==> src/logic/dli_pkg.sv <==
// Contract
// - direct load: instruction, address bytes by size A, data out by size B
// - direct load data goes out only after guard idle bits
// - repeated direct load takes a fresh address each time, never increments
// - direct store: address, ACK, data, second ACK
// - indirect load reads at pointer, optional post-increment, or returns pointer
// - indirect store with pointer select 2 writes pointer, then ACK
// - pointer select 0 keeps pointer, 1 advances it by data size
// - indirect store data: ACK only after the bus write completes
// - control/status load returns one internal byte after guard time
// - control/status store writes one whole byte, sends no response
// - repeat loads counter; sync and instruction only for first run
// - counter up to 255; instruction runs counter plus one times
// - only a BREAK ends an ongoing repeat
// - repeated indirect store takes data bytes only, ACK after each
// - repeated indirect load streams; guard only before first block
// - bus transfer goes to access layer; debugger tolerates its delay
// - guard idle bit count comes from a control register field
// - after any error ignore everything except BREAK
package dli_pkg;
    // instruction layout
    localparam int OP_LSB = 5;
    localparam int SIZE_A_LSB = 2;
    localparam int SIZE_B_LSB = 0;
    localparam int PSEL_LSB = 2;
    localparam int CS_ADDR_W = 4;
    // opcodes
    localparam logic [2:0] OP_LOAD_DIRECT = 3'h0;
    localparam logic [2:0] OP_LOAD_INDIRECT = 3'h1;
    localparam logic [2:0] OP_STORE_DIRECT = 3'h2;
    localparam logic [2:0] OP_STORE_INDIRECT = 3'h3;
    localparam logic [2:0] OP_LOAD_CTRL_STATUS = 3'h4;
    localparam logic [2:0] OP_REPEAT = 3'h5;
    localparam logic [2:0] OP_STORE_CTRL_STATUS = 3'h6;
    // pointer_select codes
    localparam logic [1:0] PSEL_PLAIN = 2'h0;
    localparam logic [1:0] PSEL_POST_INC = 2'h1;
    localparam logic [1:0] PSEL_POINTER = 2'h2;
    // response and control/status space
    localparam logic [7:0] ACK_BYTE = 8'h40;
    localparam int CS_DEPTH = 16;
    localparam logic [3:0] CS_STATUS = 4'h0;
    localparam logic [3:0] CS_CTRL = 4'h2;
    localparam int GUARD_FIELD_LSB = 0;
    localparam int GUARD_FIELD_W = 3;
    localparam logic [7:0] CS_RESET = 8'h00;

    typedef enum logic [3:0] {
        ST_IDLE, ST_INSTR, ST_ADDR, ST_DATA, ST_ACC, ST_PTRRD,
        ST_CSRD, ST_GUARD, ST_SEND, ST_ACK, ST_FIN, ST_ERR
    } dli_state_e;

    typedef struct packed {
        logic valid;
        logic write;
        logic [1:0] size;
        logic [31:0] addr;
        logic [31:0] wdata;
    } dli_acc_s;
endpackage

==> src/logic/dli_executor.sv <==
`timescale 1ns/1ns
module dli_executor (
    // clock and reset
    input wire logic I_CLK,
    input wire logic I_NRST,
    // received bytes from the line layer
    input wire logic I_RX_VALID,
    input wire logic [7:0] I_RX_DATA,
    input wire logic I_RX_SYNC,
    input wire logic I_RX_BREAK,
    input wire logic I_RX_ERROR,
    input wire logic I_BIT_TICK,
    // transmit bytes to the line layer
    output logic O_TX_VALID,
    output logic [7:0] O_TX_DATA,
    input wire logic I_TX_READY,
    // access layer
    output dli_pkg::dli_acc_s O_ACC,
    input wire logic I_ACC_ACK,
    input wire logic I_ACC_ERROR,
    input wire logic [31:0] I_ACC_RDATA,
    // status
    output logic O_ERROR_FLAG
);
    import dli_pkg::*;

    dli_state_e state_reg;
    logic [7:0] instr_reg;
    logic [1:0] cnt_reg;
    logic [31:0] addr_reg;
    logic [31:0] wdata_reg;
    logic [31:0] rdata_reg;
    logic [31:0] ptr_reg;
    logic [7:0] rpt_reg;
    logic first_reg;
    logic ackdata_reg;
    logic issued_reg;
    logic [GUARD_FIELD_W-1:0] gcnt_reg;
    logic err_reg;
    logic [7:0] cs_mem [CS_DEPTH];
    logic [2:0] op;
    logic [1:0] size_b;
    logic [1:0] cur_len;
    logic last_byte;
    logic [31:0] addr_next;
    logic [GUARD_FIELD_W-1:0] guard_field;
    logic tx_take;
    logic acc_done;

    function automatic logic [31:0] nbytes(input logic [1:0] sz);
        nbytes = {30'h0000_0000, sz} + 32'h0000_0001;
    endfunction

    // first state of an instruction or a repeat run after the instruction byte
    function automatic dli_state_e entry(input logic [7:0] ins);
        logic [1:0] ps;
        ps = ins[PSEL_LSB +: 2];
        unique case (ins[7:OP_LSB])
            OP_LOAD_DIRECT, OP_STORE_DIRECT: entry = ST_ADDR;
            OP_LOAD_INDIRECT: entry = (ps == PSEL_POINTER) ? ST_PTRRD : ST_ACC;
            OP_STORE_INDIRECT: entry = (ps == PSEL_POINTER) ? ST_ADDR : ST_DATA;
            OP_LOAD_CTRL_STATUS: entry = ST_CSRD;
            OP_STORE_CTRL_STATUS, OP_REPEAT: entry = ST_DATA;
            default: entry = ST_ERR;
        endcase
    endfunction

    assign op = instr_reg[7:OP_LSB];
    assign size_b = instr_reg[SIZE_B_LSB +: 2];
    assign guard_field = cs_mem[CS_CTRL][GUARD_FIELD_LSB +: GUARD_FIELD_W];
    assign tx_take = O_TX_VALID && I_TX_READY;
    assign acc_done = O_ACC.valid && I_ACC_ACK;

    always_comb begin
        if (state_reg == ST_ADDR) begin
            cur_len = instr_reg[SIZE_A_LSB +: 2];
        end else if (op == OP_LOAD_CTRL_STATUS ||
                op == OP_STORE_CTRL_STATUS) begin
            cur_len = 2'h0;
        end else begin
            cur_len = size_b;
        end
    end

    assign last_byte = (cnt_reg == cur_len);

    // least significant byte arrives first
    always_comb begin
        addr_next = (cnt_reg == 2'h0) ? 32'h0000_0000 : addr_reg;
        addr_next[{cnt_reg, 3'h0} +: 8] = I_RX_DATA;
    end

    // sequencing
    always_ff @(posedge I_CLK) begin
        if (!I_NRST) begin
            state_reg <= ST_IDLE;
            instr_reg <= 8'h00;
            first_reg <= 1'b1;
            ackdata_reg <= 1'b0;
        end else if (I_RX_BREAK) begin
            state_reg <= ST_IDLE;
            first_reg <= 1'b1;
        end else if ((I_RX_ERROR || (acc_done && I_ACC_ERROR)) &&
                state_reg != ST_ERR) begin
            state_reg <= ST_ERR;
        end else begin
            unique case (state_reg)
                ST_IDLE: begin
                    if (I_RX_SYNC) begin
                        state_reg <= ST_INSTR;
                    end
                end
                ST_INSTR: begin
                    if (I_RX_VALID) begin
                        instr_reg <= I_RX_DATA;
                        first_reg <= 1'b1;
                        state_reg <= entry(I_RX_DATA);
                    end
                end
                ST_ADDR: begin
                    if (I_RX_VALID && last_byte) begin
                        if (op == OP_LOAD_DIRECT) begin
                            state_reg <= ST_ACC;
                        end else begin
                            ackdata_reg <= (op == OP_STORE_DIRECT);
                            state_reg <= ST_ACK;
                        end
                    end
                end
                ST_DATA: begin
                    if (I_RX_VALID && last_byte) begin
                        if (op == OP_STORE_DIRECT ||
                                op == OP_STORE_INDIRECT) begin
                            state_reg <= ST_ACC;
                        end else begin
                            state_reg <= ST_FIN;
                        end
                    end
                end
                ST_ACC: begin
                    if (acc_done) begin
                        if (O_ACC.write) begin
                            ackdata_reg <= 1'b0;
                            state_reg <= ST_ACK;
                        end else if (first_reg || op == OP_LOAD_DIRECT) begin
                            state_reg <= ST_GUARD;
                        end else begin
                            state_reg <= ST_SEND;
                        end
                    end
                end
                ST_PTRRD: begin
                    state_reg <= first_reg ? ST_GUARD : ST_SEND;
                end
                ST_CSRD: begin
                    state_reg <= ST_GUARD;
                end
                ST_GUARD: begin
                    if (I_BIT_TICK && gcnt_reg == guard_field) begin
                        state_reg <= ST_SEND;
                    end
                end
                ST_SEND: begin
                    if (tx_take && last_byte) begin
                        state_reg <= ST_FIN;
                    end
                end
                ST_ACK: begin
                    if (tx_take) begin
                        state_reg <= ackdata_reg ? ST_DATA : ST_FIN;
                        ackdata_reg <= 1'b0;
                    end
                end
                ST_FIN: begin
                    if (rpt_reg != 8'h00 && op != OP_REPEAT) begin
                        first_reg <= 1'b0;
                        state_reg <= entry(instr_reg);
                    end else begin
                        state_reg <= ST_IDLE;
                    end
                end
                ST_ERR: begin
                    state_reg <= ST_ERR;
                end
            endcase
        end
    end

    // repeat counter
    always_ff @(posedge I_CLK) begin
        if (!I_NRST || I_RX_BREAK) begin
            rpt_reg <= 8'h00;
        end else if (state_reg == ST_DATA && op == OP_REPEAT &&
                I_RX_VALID && cnt_reg == 2'h0) begin
            rpt_reg <= I_RX_DATA;
        end else if (state_reg == ST_FIN && op != OP_REPEAT &&
                rpt_reg != 8'h00) begin
            rpt_reg <= rpt_reg - 8'h01;
        end
    end

    // byte index within the current phase
    always_ff @(posedge I_CLK) begin
        if (!I_NRST) begin
            cnt_reg <= 2'h0;
        end else if (state_reg == ST_ADDR || state_reg == ST_DATA) begin
            if (I_RX_VALID) begin
                cnt_reg <= last_byte ? 2'h0 : cnt_reg + 2'h1;
            end
        end else if (state_reg == ST_SEND) begin
            if (tx_take) begin
                cnt_reg <= last_byte ? 2'h0 : cnt_reg + 2'h1;
            end
        end else begin
            cnt_reg <= 2'h0;
        end
    end

    // operand capture
    always_ff @(posedge I_CLK) begin
        if (!I_NRST) begin
            addr_reg <= 32'h0000_0000;
            wdata_reg <= 32'h0000_0000;
        end else if (I_RX_VALID && state_reg == ST_ADDR) begin
            addr_reg <= addr_next;
        end else if (I_RX_VALID && state_reg == ST_DATA) begin
            wdata_reg <= (cnt_reg == 2'h0) ? 32'h0000_0000 : wdata_reg;
            wdata_reg[{cnt_reg, 3'h0} +: 8] <= I_RX_DATA;
        end
    end

    // address pointer
    always_ff @(posedge I_CLK) begin
        if (!I_NRST) begin
            ptr_reg <= 32'h0000_0000;
        end else if (state_reg == ST_ADDR && op == OP_STORE_INDIRECT &&
                I_RX_VALID && last_byte) begin
            ptr_reg <= addr_next;
        end else if (acc_done && !I_ACC_ERROR &&
                (op == OP_LOAD_INDIRECT || op == OP_STORE_INDIRECT) &&
                instr_reg[PSEL_LSB +: 2] == PSEL_POST_INC) begin
            ptr_reg <= ptr_reg + nbytes(size_b);
        end
    end

    // read data for the response
    always_ff @(posedge I_CLK) begin
        if (!I_NRST) begin
            rdata_reg <= 32'h0000_0000;
        end else if (state_reg == ST_ACC && acc_done) begin
            rdata_reg <= I_ACC_RDATA;
        end else if (state_reg == ST_PTRRD) begin
            rdata_reg <= ptr_reg;
        end else if (state_reg == ST_CSRD) begin
            rdata_reg <= {24'h00_0000, (instr_reg[CS_ADDR_W-1:0] == CS_STATUS) ?
                {7'h00, err_reg} : cs_mem[instr_reg[CS_ADDR_W-1:0]]};
        end
    end

    // guard time idle bit counter
    always_ff @(posedge I_CLK) begin
        if (!I_NRST || state_reg != ST_GUARD) begin
            gcnt_reg <= '0;
        end else if (I_BIT_TICK) begin
            gcnt_reg <= gcnt_reg + 3'h1;
        end
    end

    // access layer request, held until acknowledged
    always_ff @(posedge I_CLK) begin
        if (!I_NRST) begin
            O_ACC <= '0;
            issued_reg <= 1'b0;
        end else if (I_RX_BREAK || state_reg != ST_ACC) begin
            O_ACC.valid <= 1'b0;
            issued_reg <= 1'b0;
        end else if (!issued_reg) begin
            O_ACC.valid <= 1'b1;
            O_ACC.write <= (op == OP_STORE_DIRECT || op == OP_STORE_INDIRECT);
            O_ACC.size <= size_b;
            O_ACC.addr <= (op == OP_LOAD_DIRECT || op == OP_STORE_DIRECT) ?
                addr_reg : ptr_reg;
            O_ACC.wdata <= wdata_reg;
            issued_reg <= 1'b1;
        end else if (I_ACC_ACK) begin
            O_ACC.valid <= 1'b0;
        end
    end

    // transmit side: response bytes and acknowledges
    always_ff @(posedge I_CLK) begin
        if (!I_NRST || I_RX_BREAK) begin
            O_TX_VALID <= 1'b0;
            O_TX_DATA <= 8'h00;
        end else if (O_TX_VALID) begin
            if (I_TX_READY) begin
                O_TX_VALID <= 1'b0;
            end
        end else if (state_reg == ST_SEND) begin
            O_TX_VALID <= 1'b1;
            O_TX_DATA <= rdata_reg[{cnt_reg, 3'h0} +: 8];
        end else if (state_reg == ST_ACK) begin
            O_TX_VALID <= 1'b1;
            O_TX_DATA <= ACK_BYTE;
        end
    end

    // control/status space
    always_ff @(posedge I_CLK) begin
        if (!I_NRST) begin
            for (int i = 0; i < CS_DEPTH; i++) begin
                cs_mem[i] <= CS_RESET;
            end
        end else if (state_reg == ST_DATA && op == OP_STORE_CTRL_STATUS &&
                I_RX_VALID) begin
            cs_mem[instr_reg[CS_ADDR_W-1:0]] <= I_RX_DATA;
        end
    end

    // sticky error flag; a new error wins over the clear
    always_ff @(posedge I_CLK) begin
        if (!I_NRST) begin
            err_reg <= 1'b0;
        end else if ((I_RX_ERROR || (acc_done && I_ACC_ERROR)) &&
                !I_RX_BREAK) begin
            err_reg <= 1'b1;
        end else if (state_reg == ST_DATA && op == OP_STORE_CTRL_STATUS &&
                I_RX_VALID && instr_reg[CS_ADDR_W-1:0] == CS_STATUS) begin
            err_reg <= 1'b0;
        end
    end

    assign O_ERROR_FLAG = err_reg;
endmodule

==> config.mk <==
export PLATFORM = sky130hd
export DESIGN_NAME = dli_executor
export DESIGN_NICKNAME = d
export VERILOG_FILES = /design/src/logic/dli_pkg.sv /design/src/logic/dli_executor.sv
export SDC_FILE = /design/constraint.sdc
export NUM_CORES = 1
export LEC_CHECK = 0
export ABC_CLOCK_PERIOD_IN_PS = 4100
export BUFFER_PORTS_ARGS = -buffer_cell sky130_fd_sc_hd__buf_2
export CORE_MARGIN = 5
export CORE_UTILIZATION = 40
export CTS_CLUSTER_DIAMETER = 60
export DETAILED_ROUTE_END_ITERATION = 12
export PLACE_DENSITY_LB_ADDON = 0.12
export SKIP_CTS_REPAIR_TIMING = 1
export SKIP_LAST_GASP = 1
export SLEW_MARGIN = 20
export SYNTH_ARGS = -nofsm -noshare
export SYNTH_HDL_FRONTEND = slang
export SYNTH_SLANG_ARGS = --single-unit
==> constraint.sdc <==
create_clock -name I_CLK -period 4.1 [get_ports I_CLK]
set_clock_uncertainty 0.2 [all_clocks]
set_input_delay 0.41 -clock I_CLK [delete_from_list [all_inputs] [get_ports I_CLK]]
set_output_delay 0.41 -clock I_CLK [all_outputs]
set_load 0.05 [all_outputs]
# After elaboration in Yosys (flattened, before gate mapping)
# Memory sizes are Yosys's and may differ from the RTL's. A register that Yosys moved wholly into a read port is not among the register bits.
# Index checks and enable logic that the tools add are counted.
# totals
reg_bits,234
ram_bits,128
output_inout_bits,78
wordCells,233
n_memories,1
# mem_list
name,words,word_bits,read_ports,rd_clocked_by_memory_dff,wr,line_no,source
cs_mem,16,8,2,1,16,dli_executor.sv:40,logic [7:0] cs_mem [CS_DEPTH];
# op_classes
add_sub_neg,6
eq_ne,54
shifts,3
n_mux,72
n_bitwise,7
n_reduce_logical,69
# op_table
cell,count
$mux 32,8
$mux 4,19
$bwmux 32,2
$mux 8,6
$pmux 4 s12,1
$pmux 4 s5,2
$add 32x3->32,1
$shift 8x7->32 const A,1
$shiftx 32x6->8,1
$shiftx 8x7->32,1
$ne 3x3->1 const B,10
$logic_and 1x1->1,26
$ne 2x2->1 const B,13
$mux 1,25
$reduce_and 8->1,3
$eq 3x3->1 const B,6
$eq 4x3->1 const B,4
$eq 4x4->1 const B,4
$mux 2,7
$eq 3x2->1 const B,4
$reduce_or 2->1,6
$logic_or 1x1->1,10
$reduce_bool 2->1,5
$eq 4x2->1 const B,2
26 further kinds,44

# Depth between registers and ports, before layout
# Gate-level depths: netlist of run 1.
# logic_depth
ltp_word,9
mapped_depth,11

# Worst setup path before layout of run 1
# No wires, ideal clock.
# synth_timing
path_type,register to register
start,register state_reg[2]
end,"memory cs_mem[13][0], enable pin"
setup_time_ns,0.384
arrival_time_ns,2.247
required_time_ns,3.516
path_slack_ns,1.269
stages_incl_launch_ff,10
n_path_buf,2
synth_period_minus_slack_ns,2.831
cell_sequence,dfxtp_1 > inv_1 > ha_1 > buf_2 > nand4_4 > nor3_2 > nand2_1 > or3_1 > buf_2 > o21ai_0
# synth_lines
item,line_no,source
from (decl),dli_executor.sv:27,dli_state_e state_reg;
from (signal assigned),dli_executor.sv:117,state_reg <= entry(I_RX_DATA);
from (signal assigned),dli_executor.sv:153,state_reg <= first_reg ? ST_GUARD : ST_SEND;
from (signal assigned),dli_executor.sv:170,state_reg <= ackdata_reg ? ST_DATA : ST_FIN;
to (decl),dli_executor.sv:40,

==> key figures, run 1 <==
Global route
  – Grt total ovfl: 0
  – Initial antenna violation count: 1
  – First-pass GRT wire length: 84500 µm
  – Largest net degree at the start of global routing: 100
  – GRT Total Usage: 23.2%
  – Vias in the first global route: 13200

Setup path
  – CP Launch Type: flop
  – Critical path's largest stage delay: 0.48 ns
  – WS Path Type: flop to flop
  – Maximum fanout along the worst path: 10
  – Slowest CP cell: nor4_4
  – Crit path DAT: 3.34 ns
  – Critical path required time: 4.13 ns
  – Reg-to-reg slack, setup: 0.79 ns
  – Largest delay contributor family on the critical path: simple AND/OR/NAND/NOR gates
  – Worst path cell trace: inv_1 -> ha_1 -> nand4_4 -> nor4_4 -> nand3_1 -> nor3_2 -> nand2b_1
  – CP Buf/Inv Count: 1
  – CP Capture Type: flop

Pwr
  – Sequential Power Share: 46.8%
  – Max IR drop VDD: 0.000209 V
  – Pint: 6.31 mW
  – Clock Power Share: 47.9%
  – Final Power: 8.20 mW
  – Combinational share of power: 5.3%
  – Cell Pwr Density: 412 mW/mm²
  – Leakage: 6.98 nW
  – Sw Pwr: 1.89 mW
  – Sw frac: 23.1%

Floorplan
  – Core area: 0.0420 mm²
  – I/O pin count: 128
  – Die width: 216 µm
  – Number of cell rows: 75
  – Die span in y: 216 µm
  – Die Area: 0.0468 mm²
  – Initial Util: 40.5%

Timing
  – Fmax achieved: 302 MHz
  – Fin. Hold Viols: 2
  – Worst hold slack: -0.0182 ns
  – Fin crit share: 80.7%
  – Slew Limit Fails: 0
  – Worst Max-Slew Pin Slew: 0.992 ns
  – Relative slew slack: 33.8%
  – Final setup violation count: 0
  – Unrepaired setup endpoints after global routing: false
  – Post-Route Setup TNS: 0 ns
  – Final Critical Period: 3.31 ns
  – Final worst slack: 0.792 ns

Final layout
  – Fillers: 3921
  – Synthesis-to-finish area growth: 16.7%
  – # diodes: 0
  – Top Registers: cs_mem: 128 flops, O_ACC: 68 flops
  – Max reg flops: 128
  – Final Non-Filler Cells: 2356
  – Most frequent cells in the layout: dfxtp_1, nand2_1, nor2_1
  – Final net count: 1848
  – Share of cells above drive strength 1: 18.5%
  – Most common cell after layout, fill and taps aside: dfxtp_1
  – Largest register by flop count: cs_mem

Logic synthesis
  – Netlist cell types: 79
  – Ys Warns: 0
  – Syn_nets: 1739
  – Synth Register Bits: 365
  – Cell Area, Synth: 0.0170 mm²
  – Main combinational cell family by area after synthesis: simple AND/OR/NAND/NOR gates
  – Post-synthesis simple-gate area fraction: 19.5%
  – Ranking of synthesized cells by area: dfxtp_1, edfxtp_1, mux4_2
  – Post-synth top area share: 27.8%
  – Register area share after synthesis: 50.4%
  – Cell count after synthesis: 1676
  – Post-synth EDFFs: 128
  – Compound-Gate Fraction of Synth Area: 16.0%
  – Adder-cell share of the synthesized area: 0.998%
  – Async SR Flop Fraction: 0%
  – Post-synthesis xor/xnor area fraction: 1.80%
  – Mux share of post-synthesis cell area: 7.12%
  – Ys flop type: dfxtp_1
  – Yosys top cell by area: dfxtp_1
  – Post-Syn Area per Cell: 10.2 µm²

Placement
  – Final Wtd Congestion: 0.923
  – Pre-CTS WS: 0.828 ns
  – Buffers added on ports: 127
  – Hpwl dp: 37200 µm
  – Post-Place Cells: 2249

Run
  – Max_cap viols: 0

Routing
  – # DRC: 0
  – Total number of vias: 13800
  – Wire per inst: 23.8 µm
  – Detail Route Antenna Nets: 0
  – TritonRoute pass-1 iters: 6
  – Starting DRT DRC Count: 1370
  – WL final: 56100 µm
  – Vias per Instance: 5.85

Clock network
  – Clock root cell: clkbuf_16
  – Clock Path Buffers: 3
  – H-tree Lvls: 2
  – TritonCTS Buffers: 44
  – Clk Latency, worst-skew pair: 0.57 ns
  – Clock slew at reported path FFs: 0.06 ns
  – Clk sinks: 365
  – CTS tree: built

Status
  – Failing checks: negative hold slack
  – Status: finished with violations

Worst hold path
  – Hold Crit Class: primary input to flop
-- metrics by stage --
step	utilization, %	cell area (µm²)
finish	47.3	19900
global route	47.3	19900
CTS	46.6	19600
detailed placement	43.1	18100
global placement	43.1	18100
floorplan	-	17000
-- synthesized netlist by cell type, drive strengths merged (9+ instances only) --
cell type	number
dfxtp	237
nand2	174
nor2	163
edfxtp	128
and2	127
a21oi	99
clkbuf	97
o21ai	60
buf	48
mux4	48
nand3	44
a211oi	43
a22oi	41
nor3	36
a311oi	34
a222oi	24
xnor2	23
inv	20
and3	19
nand2b	18
a221oi	14
nor4	14
ha	12
xor2	12
mux2i	11
a221o	10
a32oi	10
o22ai	10
and4	9
-- kinds of logic (layout without fill, tap and decap cells) --
kind of cell,Yosys count,count (layout)
muxes,61,61
adders and majority gates,13,13
AOI/OAI and AO/OA,390,390
xor gates and xnor gates,35,35
buffers and inverters,165,306
DFF,365,365
and+or+nand+nor,647,647
-- worst paths after layout --
path,cells after the start,end,from
setup / recovery,7,cs_mem[2][7]$_SDFFCE_PN0P_,state_reg[3]$_SDFFE_PP0P_
hold / removal,3,rdata_reg[5]$_SDFFE_PN0P_,I_ACC_RDATA[5]
setup reg to reg,7,cs_mem[2][7]$_SDFFCE_PN0P_,state_reg[3]$_SDFFE_PP0P_
hold reg to reg,2,O_ACC[29]$_SDFFE_PN0P_,O_ACC[29]$_SDFFE_PN0P_
-- worst min-delay path, stage by stage --
cell     delay, ns
buf_2         0.10
o22ai_1       0.07
nor3_1        0.11
-- power groups by stage --
| stage | combinational, mW | sequential (mW) | clock (mW) |
|---|---|---|---|
| floorplan | 0.236 | 3.90 | 0 |
| global placement | 0.407 | 3.91 | 0 |
| detailed placement | 0.406 | 3.91 | 0 |
| CTS | 0.406 | 3.84 | 4.01 |
| global route | 0.460 | 3.84 | 4.17 |
| finish | 0.432 | 3.84 | 3.93 |
-- cell type report --
| type | instances | area (µm²) | area share [%] |
|---|---|---|---|
| Tap cell | 539 | 674 | 3.39 |
| Clock buffer | 61 | 1280 | 6.43 |
| Timing Repair Buffer | 208 | 1330 | 6.68 |
| Clock inverter | 17 | 180 | 0.906 |
| Sequential cell | 365 | 8590 | 43.2 |
| Inverter | 20 | 80.1 | 0.403 |
| Multi-Input combinational cell | 1146 | 7750 | 39.0 |
-- routing by layer --
| layer | up-vias | global-route usage (%) | share of wire (%) | routed length, µm |
|---|---|---|---|---|
| met5 | - | 0 | 0 | 0 |
| met4 | 0 | 5.68 | 2.1 | 1160 |
| li1 | 6417 | - | - | - |
| met3 | 71 | 4.20 | 6.2 | 3480 |
| met1 | 6825 | 31.4 | 43 | 24300 |
| met2 | 477 | 39.0 | 48 | 27200 |
(Power assumes the default switching activity.)
==> inputs of run 2 (changes only) <==
Settings changed: ABC_CLOCK_PERIOD_IN_PS 4100 to 3150.
Clock period 4.1 ns to 3.15 ns, I/O delays scaled along.
==> key figures, run 2 (synthesis results as in run 1) <==
Final layout
  – Most frequent cells in the layout: dfxtp_1, nand2_1, nor2_1 (unchanged)
  – Final net count: 1886 (was 1848)
  – Top Registers: cs_mem: 128 flops, O_ACC: 68 flops (unchanged)
  – Synthesis-to-finish area growth: 18.6% (was 16.7%)
  – Share of cells above drive strength 1: 19.5% (was 18.5%)
  – Most common cell after layout, fill and taps aside: dfxtp_1 (unchanged)
  – # diodes: 0 (unchanged)
  – Largest register by flop count: cs_mem (unchanged)
  – Max reg flops: 128 (unchanged)

Timing
  – Final Critical Period: 2.78 ns (was 3.31 ns)
  – Fin. Hold Viols: 0 (was 2)
  – Relative slew slack: 36.0% (was 33.8%)
  – Final setup violation count: 0 (unchanged)
  – Fmax achieved: 360 MHz (was 302 MHz)
  – Worst hold slack: 0.0459 ns (was -0.0182 ns)
  – Worst Max-Slew Pin Slew: 0.956 ns (was 0.992 ns)
  – Post-Route Setup TNS: 0 ns (unchanged)
  – Unrepaired setup endpoints after global routing: false (unchanged)
  – Fin crit share: 88.2% (was 80.7%)
  – Slew Limit Fails: 0 (unchanged)

Setup path
  – Crit path DAT: 2.81 ns (was 3.34 ns)
  – CP Capture Type: flop (unchanged)
  – Worst path cell trace: inv_1 -> ha_1 -> nand4_4 -> nor3_2 -> nand2_1 -> or3_1 -> nor3_4 -> nand2b_1 (was inv_1 -> ha_1 -> nand4_4 -> nor4_4 -> nand3_1 -> nor3_2 -> nand2b_1)
  – Critical path required time: 3.18 ns (was 4.13 ns)
  – WS Path Type: flop to flop (unchanged)
  – Maximum fanout along the worst path: 8 (was 10)
  – CP Launch Type: flop (unchanged)
  – Critical path's largest stage delay: 0.52 ns (was 0.48 ns)
  – Slowest CP cell: or3_1 (was nor4_4)

Floorplan
  – Number of cell rows: 75 (unchanged)
  – Initial Util: 40.5% (unchanged)
  – Die Area: 0.0468 mm² (unchanged)
  – Die width: 216 µm (unchanged)
  – I/O pin count: 128 (unchanged)
  – Core area: 0.0420 mm² (unchanged)
  – Die span in y: 216 µm (unchanged)

Clock network
  – H-tree Lvls: 2 (unchanged)
  – TritonCTS Buffers: 44 (unchanged)
  – CTS tree: built (unchanged)
  – Clk Latency, worst-skew pair: 0.58 ns (was 0.57 ns)
  – Clock Path Buffers: 3 (unchanged)
  – Clk sinks: 365 (unchanged)
  – Clock slew at reported path FFs: 0.06 ns (about the same)
  – Clock root cell: clkbuf_16 (unchanged)

Pwr
  – Leakage: 7.17 nW (was 6.98 nW)
  – Combinational share of power: 5.4% (was 5.3%)
  – Sw frac: 23.3% (was 23.1%)
  – Sequential Power Share: 46.8% (about the same)
  – Sw Pwr: 2.48 mW (was 1.89 mW)
  – Pint: 8.18 mW (was 6.31 mW)
  – Clock Power Share: 47.8% (was 47.9%)
  – Max IR drop VDD: 0.000283 V (was 0.000209 V)
  – Cell Pwr Density: 527 mW/mm² (was 412 mW/mm²)

Placement
  – Buffers added on ports: 127 (unchanged)
  – Hpwl dp: 38500 µm (was 37200 µm)
  – Final Wtd Congestion: 0.931 (was 0.923)

Global route
  – Initial antenna violation count: 1 (unchanged)
  – GRT Total Usage: 23.7% (was 23.2%)
  – First-pass GRT wire length: 85700 µm (was 84500 µm)
  – Largest net degree at the start of global routing: 201 (was 100)
  – Vias in the first global route: 13500 (was 13200)
  – Grt total ovfl: 0 (unchanged)

Routing
  – TritonRoute pass-1 iters: 10 (was 6)
  – Vias per Instance: 5.83 (was 5.85)
  – Starting DRT DRC Count: 1402 (was 1370)
  – Wire per inst: 23.9 µm (was 23.8 µm)
  – Detail Route Antenna Nets: 0 (unchanged)
  – WL final: 57100 µm (was 56100 µm)
  – Total number of vias: 13900 (was 13800)
  – # DRC: 0 (unchanged)

Run
  – Max_cap viols: 0 (unchanged)

Worst hold path
  – Hold Crit Class: primary input to flop (unchanged)

Status
  – Status: completed (was finished with violations)
run 2: changes by cell type in the layout (fill, tap and decap cells not counted), sizes merged:
cell / previous run / this run
buf: 179 / 209
dlygate4sd3: 29 / 37
inv: 23 / 26
clkbuf: 61 / 59
clkinvlp: 2 / 0
clkinv: 9 / 8
run 2: metrics by stage:
step	area (µm²)	total power [mW]	util [%]	instances	setup slack, ns
2_1_floorplan	17000	5.39	-	1676	0.319
3_3_place_gp	18400	5.63	43.8	2279	0.440
3_5_place_dp	18400	5.63	43.8	2279	0.409
4_1_cts	19800	10.7	47.2	2355	0.379
5_1_grt	20200	11.0	48.1	2392	0.177
6_report	20200	10.7	48.1	2392	0.372
run 2: critical path, delay by kind of cell, from the launching register on:
family / cells / cell delay, ns
adders and majority gates: 1 / 0.31
and+or+nand+nor: 6 / 1.52
buffers and inverters: 1 / 0.08
DFF: 1 / 0.32
run 2: cell type report:
cell class,instances,area (µm²)
clock buffers,59,1250
clock inverters,17,183
fillers,3935,21800
inverters,20,80.1
multi-input cells,1146,7740
flip-flops and latches,365,8590
well taps,539,674
repair buffers,246,1700
run 2: power by group through the flow:
stage	sequential, mW	clock, mW	combinational (mW)
detailed placement	5.09	0	0.538
global route	5.00	5.40	0.618
CTS	4.99	5.21	0.540
floorplan	5.08	0	0.307
finish	4.99	5.09	0.577
global placement	5.09	0	0.537
run 2: final timing paths:
path | startpoint | to | slack [ns] | depth (start not counted)
max | state_reg[2]$_SDFFE_PP0P_ | cs_mem[1][0]$_SDFFCE_PN0P_ | 0.37 | 8
min | I_ACC_ERROR | O_ERROR_FLAG$_SDFFE_PN0P_ | 0.05 | 3
max reg2reg | state_reg[2]$_SDFFE_PP0P_ | cs_mem[1][0]$_SDFFCE_PN0P_ | 0.37 | 8
min reg2reg | O_ACC[24]$_SDFFE_PN0P_ | O_ACC[24]$_SDFFE_PN0P_ | 0.25 | 2
run 2: metal layers:
metal	track usage [%]	vias up	share of wire [%]
met5	0	-	0
met4	8.80	0	3.7
met3	3.67	120	5.6
met2	40.0	489	48
met1	30.9	6843	42
li1	-	6484	-
==> inputs of run 3 (changes only) <==
Settings changed: GPL_TIMING_DRIVEN set to 0.
==> key figures, run 3 (synthesis results as in run 1) <==
Timing
  – Unrepaired setup endpoints after global routing: true (was false)
  – Final Critical Period: 3.24 ns (was 2.78 ns)
  – Fmax achieved: 309 MHz (was 360 MHz)
  – Worst Max-Slew Pin Slew: 1.17 ns (was 0.956 ns)
  – Slew Limit Fails: 0 (unchanged)
  – Relative slew slack: 21.8% (was 36.0%)
  – Worst hold slack: 0.0245 ns (was 0.0459 ns)
  – Final worst slack: -0.0914 ns (was 0.372 ns)
  – Final setup violation count: 48 (was 0)
  – Fin crit share: 103% (was 88.2%)
  – Fin. Hold Viols: 0 (unchanged)

Placement
  – Buffers added on ports: 122 (was 127)
  – Post-Place Cells: 2337 (was 2279)
  – Final Wtd Congestion: 0.975 (was 0.931)
  – Hpwl dp: 44700 µm (was 38500 µm)

Setup path
  – Critical path required time: 3.15 ns (was 3.18 ns)
  – Reg-to-reg slack, setup: -0.09 ns (was 0.37 ns)
  – CP Launch Type: flop (unchanged)
  – Crit path DAT: 3.24 ns (was 2.81 ns)
  – Maximum fanout along the worst path: 8 (unchanged)
  – Worst R2R Start: state_reg[2]$_SDFFE_PP0P_ (unchanged)
  – Worst Reg-to-Reg Cells: 9 (was 8)
  – R2R Path End: cs_mem[13][7]$_SDFFCE_PN0P_ (was cs_mem[1][0]$_SDFFCE_PN0P_)
  – CP Capture Type: flop (unchanged)
  – WS Path Type: flop to flop (unchanged)

Global route
  – Largest net degree at the start of global routing: 13 (was 201)
  – Grt total ovfl: 0 (unchanged)
  – GRT Total Usage: 25.3% (was 23.7%)
  – Initial antenna violation count: 0 (was 1)
  – First-pass GRT wire length: 89800 µm (was 85700 µm)
  – Vias in the first global route: 13900 (was 13500)

Worst hold path
  – Hold path startpoint: I_ACC_ERROR (unchanged)
  – Hold Crit Class: primary input to flop (unchanged)
  – Hold Crit Depth: 3 (unchanged)
  – WHS Endpoint: O_ERROR_FLAG$_SDFFE_PN0P_ (unchanged)

Final layout
  – Fillers: 3979 (was 3935)
  – # diodes: 0 (unchanged)
  – Synthesis-to-finish area growth: 19.1% (was 18.6%)
  – Register Area: 0.00859 mm² (unchanged)
  – Post-layout util: 48.3% (was 48.1%)
  – Largest register by flop count: cs_mem (unchanged)
  – Most common cell after layout, fill and taps aside: dfxtp_1 (unchanged)
  – Max reg flops: 128 (unchanged)
  – Multi-input combinational cell area: 0.00781 mm² (was 0.00774 mm²)
  – Final net count: 1945 (was 1886)
  – Share of cells above drive strength 1: 17.2% (was 19.5%)
  – Most frequent cells in the layout: dfxtp_1, nand2_1, nor2_1 (unchanged)
  – Top Registers: cs_mem: 128 flops, O_ACC: 68 flops (unchanged)
  – Final Non-Filler Cells: 2454 (was 2392)

Clock network
  – Clock slew at reported path FFs: 0.06 ns (about the same)
  – CTS tree: built (unchanged)
  – Clk sinks: 365 (unchanged)
  – Clock Path Buffers: 3 (unchanged)
  – H-tree Lvls: 2 (unchanged)
  – TritonCTS Buffers: 44 (unchanged)
  – Clock root cell: clkbuf_16 (unchanged)
  – Clk Latency, worst-skew pair: 0.58 ns (about the same)

Floorplan
  – Number of cell rows: 75 (unchanged)
  – Die span in y: 216 µm (unchanged)
  – Die Area: 0.0468 mm² (unchanged)
  – I/O pin count: 128 (unchanged)
  – Core area: 0.0420 mm² (unchanged)
  – Initial Util: 40.5% (unchanged)
  – Die width: 216 µm (unchanged)

Routing
  – # DRC: 0 (unchanged)
  – TritonRoute pass-1 iters: 5 (was 10)
  – Total number of vias: 14500 (was 13900)
  – Wire per inst: 25.0 µm (was 23.9 µm)
  – Detail Route Antenna Nets: 0 (unchanged)
  – WL final: 61300 µm (was 57100 µm)
  – Vias per Instance: 5.89 (was 5.83)
  – Starting DRT DRC Count: 1494 (was 1402)

Status
  – Status: finished with violations (was completed)
  – Failing checks: negative setup slack

Pwr
  – Max IR drop VDD: 0.000409 V (was 0.000283 V)
  – Final Power: 10.7 mW (about the same)
  – Leakage: 7.10 nW (was 7.17 nW)
  – Cell Pwr Density: 528 mW/mm² (was 527 mW/mm²)

Run
  – Max_cap viols: 0 (unchanged)
==> run 3: cell count changes in the layout (fill, tap and decap cells not counted), moves of 4 or more <==
| cell | change |
|---|---|
| o21ai_2 | +4 |
| o21ai_0 | -9 |
| buf_6 | +7 |
| o21ai_1 | +5 |
| buf_4 | -66 |
| buf_2 | +20 |
| nor3_2 | -4 |
| clkbuf_2 | +6 |
| buf_12 | -5 |
| inv_6 | -6 |
| nor3_4 | +4 |
| clkbuf_16 | +4 |
| buf_1 | +9 |
| clkbuf_1 | +93 |
==> run 3: per-stage QoR <==
stage               setup WS (ns)  cell area, µm²  TNS [ns]
floorplan                   0.319           17000         0
global placement           -0.497           18300    -37.93
detailed placement         -0.355           18300    -17.30
CTS                        -0.401           19800    -18.29
global route               -0.260           20300    -13.91
finish                    -0.0914           20300     -2.26
==> run 3: cell type report <==
cell class | instances | share of cell area [%]
sequential | 365 | 42.3
clock inverter | 10 | 0.425
buffer | 142 | 3.21
clock buffer | 69 | 6.81
tap | 539 | 3.32
multi-input combinational | 1146 | 38.5
inverter | 20 | 0.370
timing repair buffer | 163 | 5.03
==> run 3: worst max-delay path: stages, from the launching register on <==
cell,delay (ns)
dfxtp_1,0.33
inv_1,0.09
ha_1,0.16
buf_2,0.21
nand4_4,0.22
nor3_2,0.25
nand2_1,0.18
or3_1,0.34
buf_2,0.19
o21ai_1,0.70
==> run 3: power by group <==
| group | switching [mW] | internal, mW |
|---|---|---|
| logic | 0.421 | 0.185 |
| registers | 0.0377 | 4.95 |
| clock network | 2.03 | 3.09 |
| total | 2.49 | 8.23 |
==> run 3: worst max-delay path by stage <==
stage | endpoint | from | slack [ns] | depth (start not counted)
after floorplan | cs_mem[5][0]$_SDFFCE_PN0P_ | state_reg[2]$_SDFFE_PP0P_ | 0.32 | 9
after global placement | cs_mem[7][6]$_SDFFCE_PN0P_ | state_reg[2]$_SDFFE_PP0P_ | -0.50 | 7
after detailed placement | cs_mem[3][0]$_SDFFCE_PN0P_ | state_reg[2]$_SDFFE_PP0P_ | -0.36 | 8
after CTS | ptr_reg[28]$_SDFFE_PN0P_ | instr_reg[0]$_SDFFE_PN0P_ | -0.40 | 10
after global routing | cs_mem[5][2]$_SDFFCE_PN0P_ | state_reg[2]$_SDFFE_PP0P_ | -0.26 | 9
final | cs_mem[13][7]$_SDFFCE_PN0P_ | state_reg[2]$_SDFFE_PP0P_ | -0.09 | 9
==> run 3: metal layers <==
layer	global-route usage, %	up-vias	wire (µm)
li1	-	6615	-
met1	33.0	7129	25400
met2	42.5	597	29700
met3	4.05	119	3890
met4	9.69	0	2230
met5	0	-	0
